<file path="config.mk">
export PLATFORM = sky130hd
export DESIGN_NAME = mps_packet_security
export DESIGN_NICKNAME = d
export VERILOG_FILES = /design/src/rtl/mps_two_buf.v /design/src/rtl/mps_nbr_table.v /design/src/rtl/mps_packet_security.v
export VERILOG_INCLUDE_DIRS = /design/src /design/src/rtl
export SDC_FILE = /design/constraint.sdc
export NUM_CORES = 2
export LEC_CHECK = 0
export ABC_AREA = 1
export BUFFER_PORTS_ARGS = -buffer_cell sky130_fd_sc_hd__buf_2
export CORE_AREA = 2 2 392 394
export DETAILED_ROUTE_END_ITERATION = 16
export DIE_AREA = 0 0 394 396
export PLACE_DENSITY = 0.53
export SETUP_SLACK_MARGIN = 0.3
export SLEW_MARGIN = 25
export SYNTH_ARGS = -nofsm -noshare
export SYNTH_HDL_FRONTEND = slang
export SYNTH_SLANG_ARGS = --single-unit
</file>
<file path="constraint.sdc">
create_clock -name sys_clk -period 4 [get_ports sys_clk]
set_clock_uncertainty 0.2 [all_clocks]
set_input_delay 0 -clock sys_clk [delete_from_list [all_inputs] [get_ports sys_clk]]
set_output_delay 0 -clock sys_clk [all_outputs]
set_load 0.005 [all_outputs]
</file>
<file path="src/rtl/mps_defs.vh">
// Constants shared by the mesh packet security files.
`ifndef MPS_DEFS_VH
`define MPS_DEFS_VH
`define MPS_KEY_W        128
`define MPS_FCNT_W       32
`define MPS_FCNT_MAX     32'h0fffffff
`define MPS_ADDR_W       64
`define MPS_NWK_OVH      8'h12
`define MPS_APS_HDR      8'h05
`define MPS_TAG_BYTES    8'h04
`define MPS_KIND_DATA    3'h0
`define MPS_KIND_ROUTE   3'h1
`define MPS_KIND_APSCMD  3'h2
`define MPS_KIND_ZDOCMD  3'h3
`define MPS_KIND_MAC     3'h4
`define MPS_DROP_NONE    3'h0
`define MPS_DROP_NWKTAG  3'h1
`define MPS_DROP_REPLAY  3'h2
`define MPS_DROP_APSTAG  3'h3
`define MPS_DROP_SAT     3'h4
`endif

</file>
<file path="src/rtl/mps_two_buf.v">
// Two-entry valid/ready buffer for outgoing frame descriptors.
`timescale 1ns/1ps
module mps_two_buf #(
	parameter W = 8
) (
	input  wire         sys_clk,
	input  wire         rst_n,
	input  wire         ce,
	input  wire         inValid,
	output wire         inReady,
	input  wire [W-1:0] inData,
	output wire         outValid,
	input  wire         outReady,
	output wire [W-1:0] outData
);
	reg [W-1:0] slot0_r;
	reg [W-1:0] slot1_r;
	reg [1:0]   cnt_r;
	wire        push;
	wire        pop;

	assign inReady  = ce & (cnt_r != 2'h2);
	assign outValid = cnt_r != 2'h0;
	assign outData  = slot0_r;
	assign push     = inValid & inReady;
	assign pop      = ce & outValid & outReady;

	always @(posedge sys_clk or negedge rst_n)
	begin
		if (!rst_n)
		begin
			slot0_r <= {W{1'b0}};
			slot1_r <= {W{1'b0}};
			cnt_r   <= 2'h0;
		end
		else if (ce)
		begin
			if (pop)
				slot0_r <= slot1_r;
			if (push & ((cnt_r == 2'h0) | (pop & (cnt_r == 2'h1))))
				slot0_r <= inData;
			else if (push)
				slot1_r <= inData;
			cnt_r <= cnt_r + {1'b0, push} - {1'b0, pop};
		end
	end
endmodule // mps_two_buf

</file>
<file path="src/rtl/mps_nbr_table.v">
// Per-neighbour store of the last frame counter seen.
`timescale 1ns/1ps
`include "mps_defs.vh"
module mps_nbr_table #(
	parameter NBR   = 16,
	parameter IDX_W = 4
) (
	input  wire                   sys_clk,
	input  wire                   rst_n,
	input  wire                   ce,
	input  wire                   clearAll,
	input  wire [IDX_W-1:0]       rdIdx,
	output wire [`MPS_FCNT_W-1:0] rdCnt,
	input  wire                   wrEn,
	input  wire [`MPS_FCNT_W-1:0] wrCnt
);
	reg [`MPS_FCNT_W-1:0] cnt_r [0:NBR-1];
	integer i;

	assign rdCnt = cnt_r[rdIdx];

	// Clearing every entry at once keeps a key change from racing a late reception.
	always @(posedge sys_clk or negedge rst_n)
	begin
		if (!rst_n)
		begin
			for (i = 0; i < NBR; i = i + 1)
				cnt_r[i] <= {`MPS_FCNT_W{1'b0}};
		end
		else if (ce)
		begin
			if (clearAll)
			begin
				for (i = 0; i < NBR; i = i + 1)
					cnt_r[i] <= {`MPS_FCNT_W{1'b0}};
			end
			else if (wrEn)
				cnt_r[rdIdx] <= wrCnt;
		end
	end
endmodule // mps_nbr_table

</file>
<file path="src/rtl/mps_packet_security.v">
// Packet security control for a mesh node: counters, replay, tags, key choice.
//
// Behaviour
// 128-bit AES keys for network protection.
// Protect data, route, APS, ZDO frames.
// MAC frames such as beacons unprotected.
// Insert own 32-bit counter, then increment.
// Drop frames below neighbour's stored counter.
// Counter saturates; block transmissions at maximum. The code saturates and blocks at MPS_FCNT_MAX, 32'h0fffffff.
// Key replacement zeroes all frame counters.
// Network tag covers headers and data.
// Drop frame on network tag mismatch.
// Relay decrypts, re-protects with own counter.
// Network protection costs eighteen bytes.
// APS protection per frame, end-to-end.
// Refuse APS protection on broadcasts.
// Destination drops on APS tag mismatch.
// APS protection costs nine payload bytes.
// APS protection nests inside network protection. The code still applies APS alone to MAC-kind tx and unprotected relays.
// Coordinator picks keys, preset or random.
// Preset link key encrypts network key.
// Clear key transport only when allowed.
// Flag refusal caused by counter saturation.
`timescale 1ns/1ps
`include "mps_defs.vh"
module mps_packet_security #(
	parameter NBR          = 16,
	parameter IDX_W        = 4,
	parameter BASE_PAYLOAD = 8'h54
) (
	input  wire                   sys_clk,
	input  wire                   rst_n,
	input  wire                   ce,
	input  wire                   secEnable,
	input  wire                   isCoord,
	input  wire [`MPS_ADDR_W-1:0] ownAddr,
	input  wire                   netKeyLoad,
	input  wire [`MPS_KEY_W-1:0]  netKeyIn,
	input  wire                   linkKeyLoad,
	input  wire [`MPS_KEY_W-1:0]  linkKeyIn,
	input  wire [`MPS_KEY_W-1:0]  rngKey,
	output wire [`MPS_KEY_W-1:0]  aesNetKey,
	output wire [`MPS_KEY_W-1:0]  aesLinkKey,
	input  wire                   txValid,
	output wire                   txReady,
	input  wire [2:0]             txKind,
	input  wire                   txBroadcast,
	input  wire                   txApsSec,
	output reg                    txSatRefuse,
	output reg                    txApsRefuse,
	output wire                   fcntSaturated,
	input  wire                   rxValid,
	output wire                   rxReady,
	input  wire [IDX_W-1:0]       rxNbrIdx,
	input  wire                   rxNwkSec,
	input  wire                   rxApsSec,
	input  wire                   rxToMe,
	input  wire [`MPS_FCNT_W-1:0] rxFrameCnt,
	input  wire [31:0]            rxNwkTagCalc,
	input  wire [31:0]            rxNwkTagRecv,
	input  wire [31:0]            rxApsTagCalc,
	input  wire [31:0]            rxApsTagRecv,
	output reg                    rxAccept,
	output reg                    rxDrop,
	output reg  [2:0]             rxDropCode,
	output wire                   outValid,
	input  wire                   outReady,
	output wire [`MPS_FCNT_W-1:0] outFrameCnt,
	output wire [`MPS_ADDR_W-1:0] outSrcAddr,
	output wire                   outNwkProt,
	output wire                   outApsProt,
	output wire                   outForward,
	output wire [7:0]             outMaxPayload,
	input  wire                   allowClearKey,
	input  wire                   joinReq,
	input  wire                   joinerHasLink,
	output reg                    keyXferValid,
	output reg                    keyXferEnc,
	output reg                    keyXferRefuse
);
	localparam DW = `MPS_FCNT_W + `MPS_ADDR_W + 3 + 8;

	// ------------------------------------------------------------
	// Key store
	// ------------------------------------------------------------
	reg  [`MPS_KEY_W-1:0]  netKey_r;
	reg  [`MPS_KEY_W-1:0]  linkKey_r;
	reg                    linkPreset_r;
	reg  [`MPS_FCNT_W-1:0] fcnt_r;
	reg  [`MPS_FCNT_W-1:0] fcnt_nxt;
	wire [`MPS_FCNT_W-1:0] nbrCnt;
	wire                   bufInReady;
	reg                    bufPush;
	reg  [DW-1:0]          bufData;
	wire [DW-1:0]          bufOut;
	reg                    nbrWr;
	reg                    satRefuse_nxt;
	reg                    apsRefuse_nxt;
	reg                    accept_nxt;
	reg                    drop_nxt;
	reg  [2:0]             dropCode_nxt;
	reg  [7:0]             maxPay;
	wire                   txFire;
	wire                   rxFire;
	wire                   txNeedNwk;
	wire                   sat;

	assign aesNetKey     = netKey_r;
	assign aesLinkKey    = linkKey_r;
	assign sat           = fcnt_r == `MPS_FCNT_MAX;
	assign fcntSaturated = sat;

	// A zero key handed to the coordinator means it must draw a random one.
	always @(posedge sys_clk or negedge rst_n)
	begin
		if (!rst_n)
		begin
			netKey_r     <= {`MPS_KEY_W{1'b0}};
			linkKey_r    <= {`MPS_KEY_W{1'b0}};
			linkPreset_r <= 1'b0;
		end
		else if (ce)
		begin
			if (netKeyLoad)
				netKey_r <= (isCoord && netKeyIn == {`MPS_KEY_W{1'b0}}) ? rngKey : netKeyIn;
			if (linkKeyLoad)
			begin
				linkKey_r    <= (isCoord && linkKeyIn == {`MPS_KEY_W{1'b0}}) ? rngKey : linkKeyIn;
				linkPreset_r <= linkKeyIn != {`MPS_KEY_W{1'b0}};
			end
		end
	end

	// ------------------------------------------------------------
	// Key transport to joiners
	// ------------------------------------------------------------
	always @(posedge sys_clk or negedge rst_n)
	begin
		if (!rst_n)
		begin
			keyXferValid  <= 1'b0;
			keyXferEnc    <= 1'b0;
			keyXferRefuse <= 1'b0;
		end
		else if (ce)
		begin
			keyXferValid  <= 1'b0;
			keyXferEnc    <= 1'b0;
			keyXferRefuse <= 1'b0;
			if (joinReq)
			begin
				if (joinerHasLink && linkPreset_r)
				begin
					keyXferValid <= 1'b1;
					keyXferEnc   <= 1'b1;
				end
				else if (allowClearKey && !linkPreset_r)
					keyXferValid <= 1'b1;
				else
					keyXferRefuse <= 1'b1;
			end
		end
	end

	// ------------------------------------------------------------
	// Receive and transmit decisions
	// ------------------------------------------------------------
	// Relayed frames share the output buffer, so the receive side has priority.
	assign rxReady   = bufInReady;
	assign txReady   = bufInReady & ~rxValid;
	assign rxFire    = rxValid & rxReady;
	assign txFire    = txValid & txReady;
	assign txNeedNwk = secEnable & (txKind != `MPS_KIND_MAC); // see R2

	always @*
	begin
		fcnt_nxt      = fcnt_r;
		bufPush       = 1'b0;
		bufData       = {DW{1'b0}};
		nbrWr         = 1'b0;
		satRefuse_nxt = 1'b0;
		apsRefuse_nxt = 1'b0;
		accept_nxt    = 1'b0;
		drop_nxt      = 1'b0;
		dropCode_nxt  = `MPS_DROP_NONE;
		maxPay        = BASE_PAYLOAD;
		if (rxFire)
		begin
			if (rxNwkSec && rxNwkTagCalc != rxNwkTagRecv)
			begin
				drop_nxt     = 1'b1;
				dropCode_nxt = `MPS_DROP_NWKTAG;
			end
			else if (rxNwkSec && rxFrameCnt < nbrCnt)
			begin
				drop_nxt     = 1'b1;
				dropCode_nxt = `MPS_DROP_REPLAY;
			end
			else if (rxToMe)
			begin
				nbrWr = rxNwkSec;
				if (rxApsSec && rxApsTagCalc != rxApsTagRecv)
				begin
					drop_nxt     = 1'b1;
					dropCode_nxt = `MPS_DROP_APSTAG;
				end
				else
					accept_nxt = 1'b1;
			end
			else
			begin
				nbrWr = rxNwkSec;
				if (rxNwkSec && sat)
				begin
					drop_nxt      = 1'b1;
					dropCode_nxt  = `MPS_DROP_SAT;
					satRefuse_nxt = 1'b1; // see R6
				end
				else
				begin
					// The APS layer stays sealed on relay; only the network layer is renewed.
					if (rxNwkSec)
						maxPay = maxPay - `MPS_NWK_OVH;
					if (rxApsSec)
						maxPay = maxPay - `MPS_APS_HDR - `MPS_TAG_BYTES;
					bufPush = 1'b1;
					bufData = {fcnt_r, ownAddr, rxNwkSec, rxApsSec, 1'b1, maxPay}; // see R10
					if (rxNwkSec)
						fcnt_nxt = fcnt_r + 32'h1;
				end
			end
		end
		else if (txFire)
		begin
			if (txApsSec && (txBroadcast || !secEnable))
				apsRefuse_nxt = 1'b1;
			else if (txNeedNwk && sat)
				satRefuse_nxt = 1'b1; // see R6
			else
			begin
				if (txNeedNwk)
					maxPay = maxPay - `MPS_NWK_OVH; // see R11
				if (txApsSec)
					maxPay = maxPay - `MPS_APS_HDR - `MPS_TAG_BYTES; // see R15
				bufPush = 1'b1;
				bufData = {fcnt_r, ownAddr, txNeedNwk, txApsSec, 1'b0, maxPay}; // see R4
				if (txNeedNwk)
					fcnt_nxt = fcnt_r + 32'h1;
			end
		end
		if (netKeyLoad)
			fcnt_nxt = {`MPS_FCNT_W{1'b0}};
	end

	// ------------------------------------------------------------
	// State
	// ------------------------------------------------------------
	always @(posedge sys_clk or negedge rst_n)
	begin
		if (!rst_n)
		begin
			fcnt_r      <= {`MPS_FCNT_W{1'b0}};
			txSatRefuse <= 1'b0;
			txApsRefuse <= 1'b0;
			rxAccept    <= 1'b0;
			rxDrop      <= 1'b0;
			rxDropCode  <= `MPS_DROP_NONE;
		end
		else if (ce)
		begin
			fcnt_r      <= fcnt_nxt;
			txSatRefuse <= satRefuse_nxt;
			txApsRefuse <= apsRefuse_nxt;
			rxAccept    <= accept_nxt;
			rxDrop      <= drop_nxt;
			rxDropCode  <= dropCode_nxt;
		end
	end

	mps_nbr_table #(
		.NBR   (NBR),
		.IDX_W (IDX_W)
	) u_nbr (
		.sys_clk  (sys_clk),
		.rst_n    (rst_n),
		.ce       (ce),
		.clearAll (netKeyLoad),
		.rdIdx    (rxNbrIdx),
		.rdCnt    (nbrCnt),
		.wrEn     (nbrWr),
		.wrCnt    (rxFrameCnt)
	);

	mps_two_buf #(
		.W (DW)
	) u_buf (
		.sys_clk  (sys_clk),
		.rst_n    (rst_n),
		.ce       (ce),
		.inValid  (bufPush),
		.inReady  (bufInReady),
		.inData   (bufData),
		.outValid (outValid),
		.outReady (outReady),
		.outData  (bufOut)
	);

	assign outFrameCnt   = bufOut[DW-1 -: `MPS_FCNT_W];
	assign outSrcAddr    = bufOut[11 +: `MPS_ADDR_W];
	assign outNwkProt    = bufOut[10];
	assign outApsProt    = bufOut[9];
	assign outForward    = bufOut[8];
	assign outMaxPayload = bufOut[7:0];
endmodule // mps_packet_security

</file>
After elaboration in Yosys (flattened, before gate mapping)

Index checks and enable logic that the tools add are counted.

Bits in registers: 1027
Logic and storage cells: 187
Output and inout port bits: 377
Bits of input ports: 633

Bitwise gates (word level): 14
Magnitude comparators: 3
$add $sub $neg: 7
Eq/ne operators: 13
Reductions and logical operators: 29
Multiplexer cells: 90

Operators with widths:

| operator              | number |
|---|---|
| $mux 107              | 10 |
| $mux 512              | 2 |
| $bwmux 512            | 1 |
| $mux 32               | 14 |
| $logic_not 128->1     | 2 |
| $mux 128              | 2 |
| $bmux 32 s4           | 1 |
| $demux 32 s4          | 1 |
| $reduce_bool 128->1   | 1 |
| $mux 8                | 11 |
| $ne 32x32->1          | 2 |
| $mux 1                | 40 |
| $add 32x1->32 const B | 1 |
| $eq 32x28->1 const B  | 1 |
| $lt 32x32->1          | 1 |
| $sub 8x3->8 const B   | 4 |
| $ne 3x3->1 const B    | 8 |
| $mux 3                | 5 |
| $logic_and 1x1->1     | 11 |
| $and 1x1->1           | 10 |
| $mux 5                | 2 |
| $reduce_and 10->1     | 1 |
| $reduce_and 2->1      | 4 |
| $reduce_bool 2->1     | 3 |
| 15 further kinds      | 18 |

Logic depth before layout (Yosys ltp)

Word-level depth: 18
Mapped depth: 30
Gate-level depth less buffers: 25

Hierarchy

A second synthesis with hierarchy kept.

Cells, all modules: 8147
Area, all modules: 56374.1 um^2

Modules (own cells, without submodules):

| module              | times used | cells each | sequential area each (um^2) | area each (um^2) |
|---|---|---|---|---|
| mps_nbr_table       | 1          | 3307       | 12812.3                     | 24217.0 |
| mps_packet_security | 1          | 3333       | 7482.2                      | 21378.0 |
| mps_two_buf         | 1          | 1507       | 5405.2                      | 10779.1 |

Least setup slack after synthesis

No wires, ideal clock.

Path type: input port to flip-flop
From: in rxNbrIdx[1]
To: reg u_buf.cnt_r[1]
Data required time: 3.669 ns
Buffers on the path: 4
Cell stages on the path: 25
Setup time: 0.131 ns
Arrival: 3.717 ns
Setup slack: -0.048 ns
Cells stage by stage: buf_2 -> inv_1 -> nor2_1 -> inv_1 -> clkbuf_1 -> buf_1 -> o22ai_1 -> o21ai_0 -> nand2_1 -> nor3_1 -> ha_1 -> a21oi_1 -> nor2_1 -> a211oi_1 -> nor2_1 -> nor4_1 -> a21boi_1 -> nand3_2 -> nand2_4 -> nand2_4 -> clkbuf_1 -> ha_1 -> a21oi_1 -> o21ai_0 -> xor2_1

Word-level cells in the longest chain between the ends: 12

Ends and longest elaborated chain:

| element                                     | RTL line                  | text |
|---|---|---|
| from (decl)                                 | mps_packet_security.v:54  | `input wire [IDX_W-1:0] rxNbrIdx,` |
| $not 4->5 (implied by the code)             | mps_nbr_table.v:20        | `assign rdCnt = cnt_r[rdIdx];` |
| $bmux 32 s4                                 | mps_nbr_table.v:20        |  |
| $mux 32 (implied by the code) (2 in series) | mps_nbr_table.v:20        |  |
| $lt 32x32->1                                | mps_packet_security.v:194 | `else if (rxNwkSec && rxFrameCnt < nbrCnt)` |
| $logic_and 1x1->1                           | mps_packet_security.v:194 |  |
| $mux 1                                      | mps_packet_security.v:194 |  |
| $mux 1                                      | mps_packet_security.v:189 | `if (rxNwkSec && rxNwkTagCalc != rxNwkTagRecv)` |
| $mux 1                                      | mps_packet_security.v:187 | `if (rxFire)` |
| $and 1x1->1                                 | mps_two_buf.v:25          | `assign push = inValid & inReady;` |
| $add 2x1->2                                 | mps_two_buf.v:44          | `cnt_r <= cnt_r + {1'b0, push} - {1'b0, pop};` |
| $sub 2x1->2                                 | mps_two_buf.v:44          |  |
| to (signal assigned)                        | mps_two_buf.v:44          |  |
| to (decl)                                   | mps_two_buf.v:18          | `reg [1:0] cnt_r;` |

Every way passes these cells. The select of a mux whose other input is x is not followed.
A chain may end at the register's enable or synchronous reset.

Final worst setup path

From: reg u_nbr.cnt_r[506] (netlist name)
To: reg u_buf.slot0_r[100], in the netlist u_buf.outData[100]

Word-level cells in the longest chain between the ends: 12
Elaborated cells on any way between the ends: 16
Classes of those cells: 1 x order compare; 10 x mux; 2 x bitwise; 3 x reduce/logical

Ends and longest elaborated chain:

| element                                       | RTL line                  | text |
|---|---|---|
| from (decl)                                   | mps_nbr_table.v:17        | `` reg [`MPS_FCNT_W-1:0] cnt_r [0:NBR-1]; `` |
| from (signal, indexed assignment)             | mps_nbr_table.v:28        | `` cnt_r[i] <= {`MPS_FCNT_W{1'b0}}; `` |
| from (signal, indexed assignment)             | mps_nbr_table.v:35        | `` cnt_r[i] <= {`MPS_FCNT_W{1'b0}}; `` |
| from (signal, indexed assignment)             | mps_nbr_table.v:38        | `cnt_r[rdIdx] <= wrCnt;` |
| $bmux 32 s4 *                                 | mps_nbr_table.v:20        |  |
| $mux 32 (implied by the code) * (2 in series) | mps_nbr_table.v:20        |  |
| $lt 32x32->1 *                                | mps_packet_security.v:194 |  |
| $logic_and 1x1->1 *                           | mps_packet_security.v:194 |  |
| $mux 1                                        | mps_packet_security.v:194 |  |
| $mux 1                                        | mps_packet_security.v:189 |  |
| $mux 1                                        | mps_packet_security.v:187 |  |
| $and 1x1->1                                   | mps_two_buf.v:25          |  |
| $and 1x1->1                                   | mps_two_buf.v:40          | `if (push & ((cnt_r == 2'h0) \| (pop & (cnt_r == 2'h1))))` |
| $reduce_bool 2->1 (no line)                   | n/a                       |  |
| $reduce_and 2->1 (no line)                    | n/a                       |  |
| to (signal assigned)                          | mps_two_buf.v:32          | `slot0_r <= {W{1'b0}};` |
| to (signal assigned)                          | mps_two_buf.v:39          | `slot0_r <= slot1_r;` |
| to (signal assigned)                          | mps_two_buf.v:41          | `slot0_r <= inData;` |
| to (decl)                                     | mps_two_buf.v:16          | `reg [W-1:0] slot0_r;` |

Mark *: on every way between the ends. The rest lies on a longest branch, timed or not. The select of a mux whose other input is x is not followed.

==> impl_metrics.env <==
export IMPL_status="finished, final reports clean"
export IMPL_worst_path_most_repeated_cell="nand2_1"
export IMPL_fin_util_pct=51.0
export IMPL_grt_pass1_wl_um=389000
export IMPL_critPathMaxFanout=9
export IMPL_clk_latency_ns=0.77
export IMPL_hold_depth=8
export IMPL_coreArea_um2=152000
export IMPL_crit_path_end_kind="flip-flop"
export IMPL_synth_yosys_seq_area_share_pct=51.4
export IMPL_path_cells="inv_1, o22ai_1, o21ai_1, nand2_2, nor3_2, ha_1, nand2_4, buf_6, or3_4, a21oi_2, nor4_2, a21boi_2, buf_4, nand3_4, nand2_4, buf_6, a21oi_4, buf_12, buf_4, nand2_1, nand2_1, nand2_1, inv_1"
export IMPL_wl_um=282000
export IMPL_hpwl_um=199000
export IMPL_slew_viol_final=0
export IMPL_vias=55400
export IMPL_p_total_w=0.0330
export IMPL_rrSetupSlack_ns=0.20
export IMPL_synth_distinct_cells=45
export IMPL_clkSlewWorstSetupHoldPaths_ns=0.06
export IMPL_setup_ws_ns=0.203
export IMPL_synth_edff_count=0
export IMPL_drt_initial_drc_count=5522
export IMPL_reg2reg_to="u_buf.outData[100]"
export IMPL_fillers=14500
export IMPL_final_common_cell="nand2_1"
export IMPL_grt_pass1_vias=53900
export IMPL_fp_dieH_um=396
export IMPL_final_cell_mix="1,397 x nand2_1, 1,021 x dfrtp_1, 1,004 x buf_2, 988 x dlygate4sd3_1, 572 x inv_1"
export IMPL_syn_to_final_growth_pct=55.4
export IMPL_synth_net_count=6665
export IMPL_via_per_inst=5.37
export IMPL_clkSinkCount=1021
export IMPL_critPathSlowestCell="or3_4"
export IMPL_cts_root_buf="clkbuf_16"
export IMPL_min_period_ns=3.80
export IMPL_hp_start="rxNbrIdx[1]"
export IMPL_start_util_pct=32.8
export IMPL_hold_path_class="in -> reg"
export IMPL_cp_num_buf_inv=7
export IMPL_num_rows=143
export IMPL_dieWidth_um=394
export IMPL_crit_cells=23
export IMPL_finalHoldViolCount=0
export IMPL_nets=8791
export IMPL_post_place_ws_ns=-0.780
export IMPL_p_leak_nw=36.7
export IMPL_drive_gt1_share_pct=26.2
export IMPL_worstPathRequired_ns=4.47
export IMPL_fin_crit_sh_pct=94.9
export IMPL_cts_tree="built"
export IMPL_critPathLaunchType="flip-flop"
export IMPL_avgSynthCellArea_um2=8.30
export IMPL_wl_per_cell_um=27.3
export IMPL_rsz0062_at_grt="yes"
export IMPL_cts_buffers=121
export IMPL_die_area_um2=156000
export IMPL_critPathArrivalTime_ns=4.27
export IMPL_synthArstFlopShare_pct=100
export IMPL_grt_remaining_overflow=0
export IMPL_power_density_nw_per_um2=427
export IMPL_ctsHtreeMaxLevel=3
export IMPL_r2r_start="u_nbr.cnt_r[506]"
export IMPL_ioPinCount=1010
export IMPL_ir_drop_v=0.000392
export IMPL_port_buffers=1008
export IMPL_first_pass_iters=8
export IMPL_cp_slowest_stage_delay_ns=0.40
export IMPL_fmax_mhz=263
export IMPL_synthCells=5991
export IMPL_path_class="reg -> reg"
export IMPL_synth_ff_type="dfrtp_1"
export IMPL_yosys_warnings=0
export IMPL_slew_headroom_pct=33.0
export IMPL_worst_slew_pin_slew_ns=1.00
export IMPL_cts_buffer_depth=3
export IMPL_antenna_found_initial=127
export IMPL_crit_start="u_nbr.cnt_r[506]"
export IMPL_min_delay_worst_endpoint="u_nbr.cnt_r[351]"
export IMPL_grt_usage_pct=34.0
export IMPL_gp_congestion=1.06
export IMPL_r2r_cells=23
export IMPL_antenna_left=0
export IMPL_cpLargestDelayFamily="simple AND/OR/NAND/NOR gates"
export IMPL_drv_cap=0
export IMPL_setup_viol=0
export IMPL_hold_slack_ns=0.0354
export IMPL_drc=0
export IMPL_synth_seq_cells=1021
export IMPL_netlist_area_um2=49700
export IMPL_grt_max_degree=209
## stage by stage
| stage | TNS (ns) | std cells | area, um2 |
|---|---|---|---|
| after CTS | 0 | 10200 | 74000 |
| after detailed placement | -446.74 | 8958 | 59400 |
| after floorplan | 0 | 5991 | 49800 |
| final | 0 | 10300 | 77300 |
| after global routing | 0 | 10300 | 77200 |
| after global placement | -439.53 | 8958 | 59400 |
## repair_timing
action	CTS	global route
resized for setup	66	492
pin swaps	10	89
hold buffers	990	0
setup buffers	5	15
endpoints found under the hold margin	2017	0
setup endpoints to repair	755	812
gates cloned	9	47
## per-layer routing
layer | up-vias | wire length (um) | track usage, %
met5 | - | 135 | 0
met4 | 22 | 17400 | 17.9
met3 | 725 | 27200 | 9.33
met2 | 2900 | 128000 | 53.4
met1 | 27300 | 109000 | 42.5
li1 | 24500 | - | -
## flip-flops by register name (all words and copies together) (netlist names)
signal and count:
keyXferEnc 1, u_buf.slot1_r 104, rxDrop 1, aesNetKey 128
u_buf.cnt_r 2, fcnt_r 32, aesLinkKey 128, txSatRefuse 1
linkPreset_r 1, rxAccept 1, txApsRefuse 1, u_buf.outData 104
keyXferValid 1, u_nbr.cnt_r 512, keyXferRefuse 1, rxDropCode 3
## logic make-up (layout without fill, tap and decap cells)
kind of cell	Yosys count	after routing	share of synthesized area, %
AOI/OAI and AO/OA	1603	1603	18.6
xor gates and xnor gates	75	75	1.32
DFF	1021	1021	51.4
other	1	74	0.00754
buffers and inverters	1058	3285	8.48
adders and majority gates	41	41	1.03
and+or+nand+nor	2192	2193	19.2
## cell usage after synthesis, types with 100 or more instances
cell / n / area (um2)
a21oi_1: 334 / 1670
a22oi_1: 124 / 931
buf_2: 100 / 500
clkbuf_1: 275 / 1030
dfrtp_1: 1021 / 25500
inv_1: 595 / 2230
nand2_1: 1546 / 5800
nand3_1: 147 / 736
nand3b_1: 105 / 788
o21ai_0: 423 / 2120
o21ai_1: 177 / 886
o22ai_1: 372 / 2330
o31ai_1: 156 / 1170
or2_2: 118 / 738
## worst min-delay path: cells and delay by family
family                 cells  cell delay (ns)
AOI/OAI and AO/OA          1             0.07
buffers and inverters      5             0.71
and+or+nand+nor            2             0.15
## area by class of cell
cell class / instances / area [um2] / share of cell area (%)
sequential: 1021 / 25500 / 33.1
multi-input combinational: 3913 / 21900 / 28.3
timing repair buffer: 2451 / 20500 / 26.6
clock buffer: 178 / 3630 / 4.70
tap: 2030 / 2540 / 3.29
inverter: 609 / 2310 / 2.99
clock inverter: 47 / 614 / 0.795
antenna: 73 / 183 / 0.236
## power by group
| part | internal, W | switching, W |
|---|---|---|
| logic | 0.00360 | 0.00478 |
| registers | 0.0118 | 0.000904 |
| clock network | 0.00693 | 0.00493 |
| total | 0.0223 | 0.0106 |
## worst max path at each step
| stage | end | slack [ns] |
|---|---|---|
| 3_5_place_dp | u_nbr.cnt_r[277] | -0.78 |
| 5_1_grt | u_buf.outData[100] | 0.02 |
| 4_1_cts | u_buf.outData[98] | 0.18 |
| 3_3_place_gp | u_nbr.cnt_r[282] | -0.74 |
| 2_1_floorplan | u_buf.cnt_r[1] | 0.30 |
| 6_report | u_buf.outData[100] | 0.20 |
No activity file was read; power rests on OpenSTA's default activity.
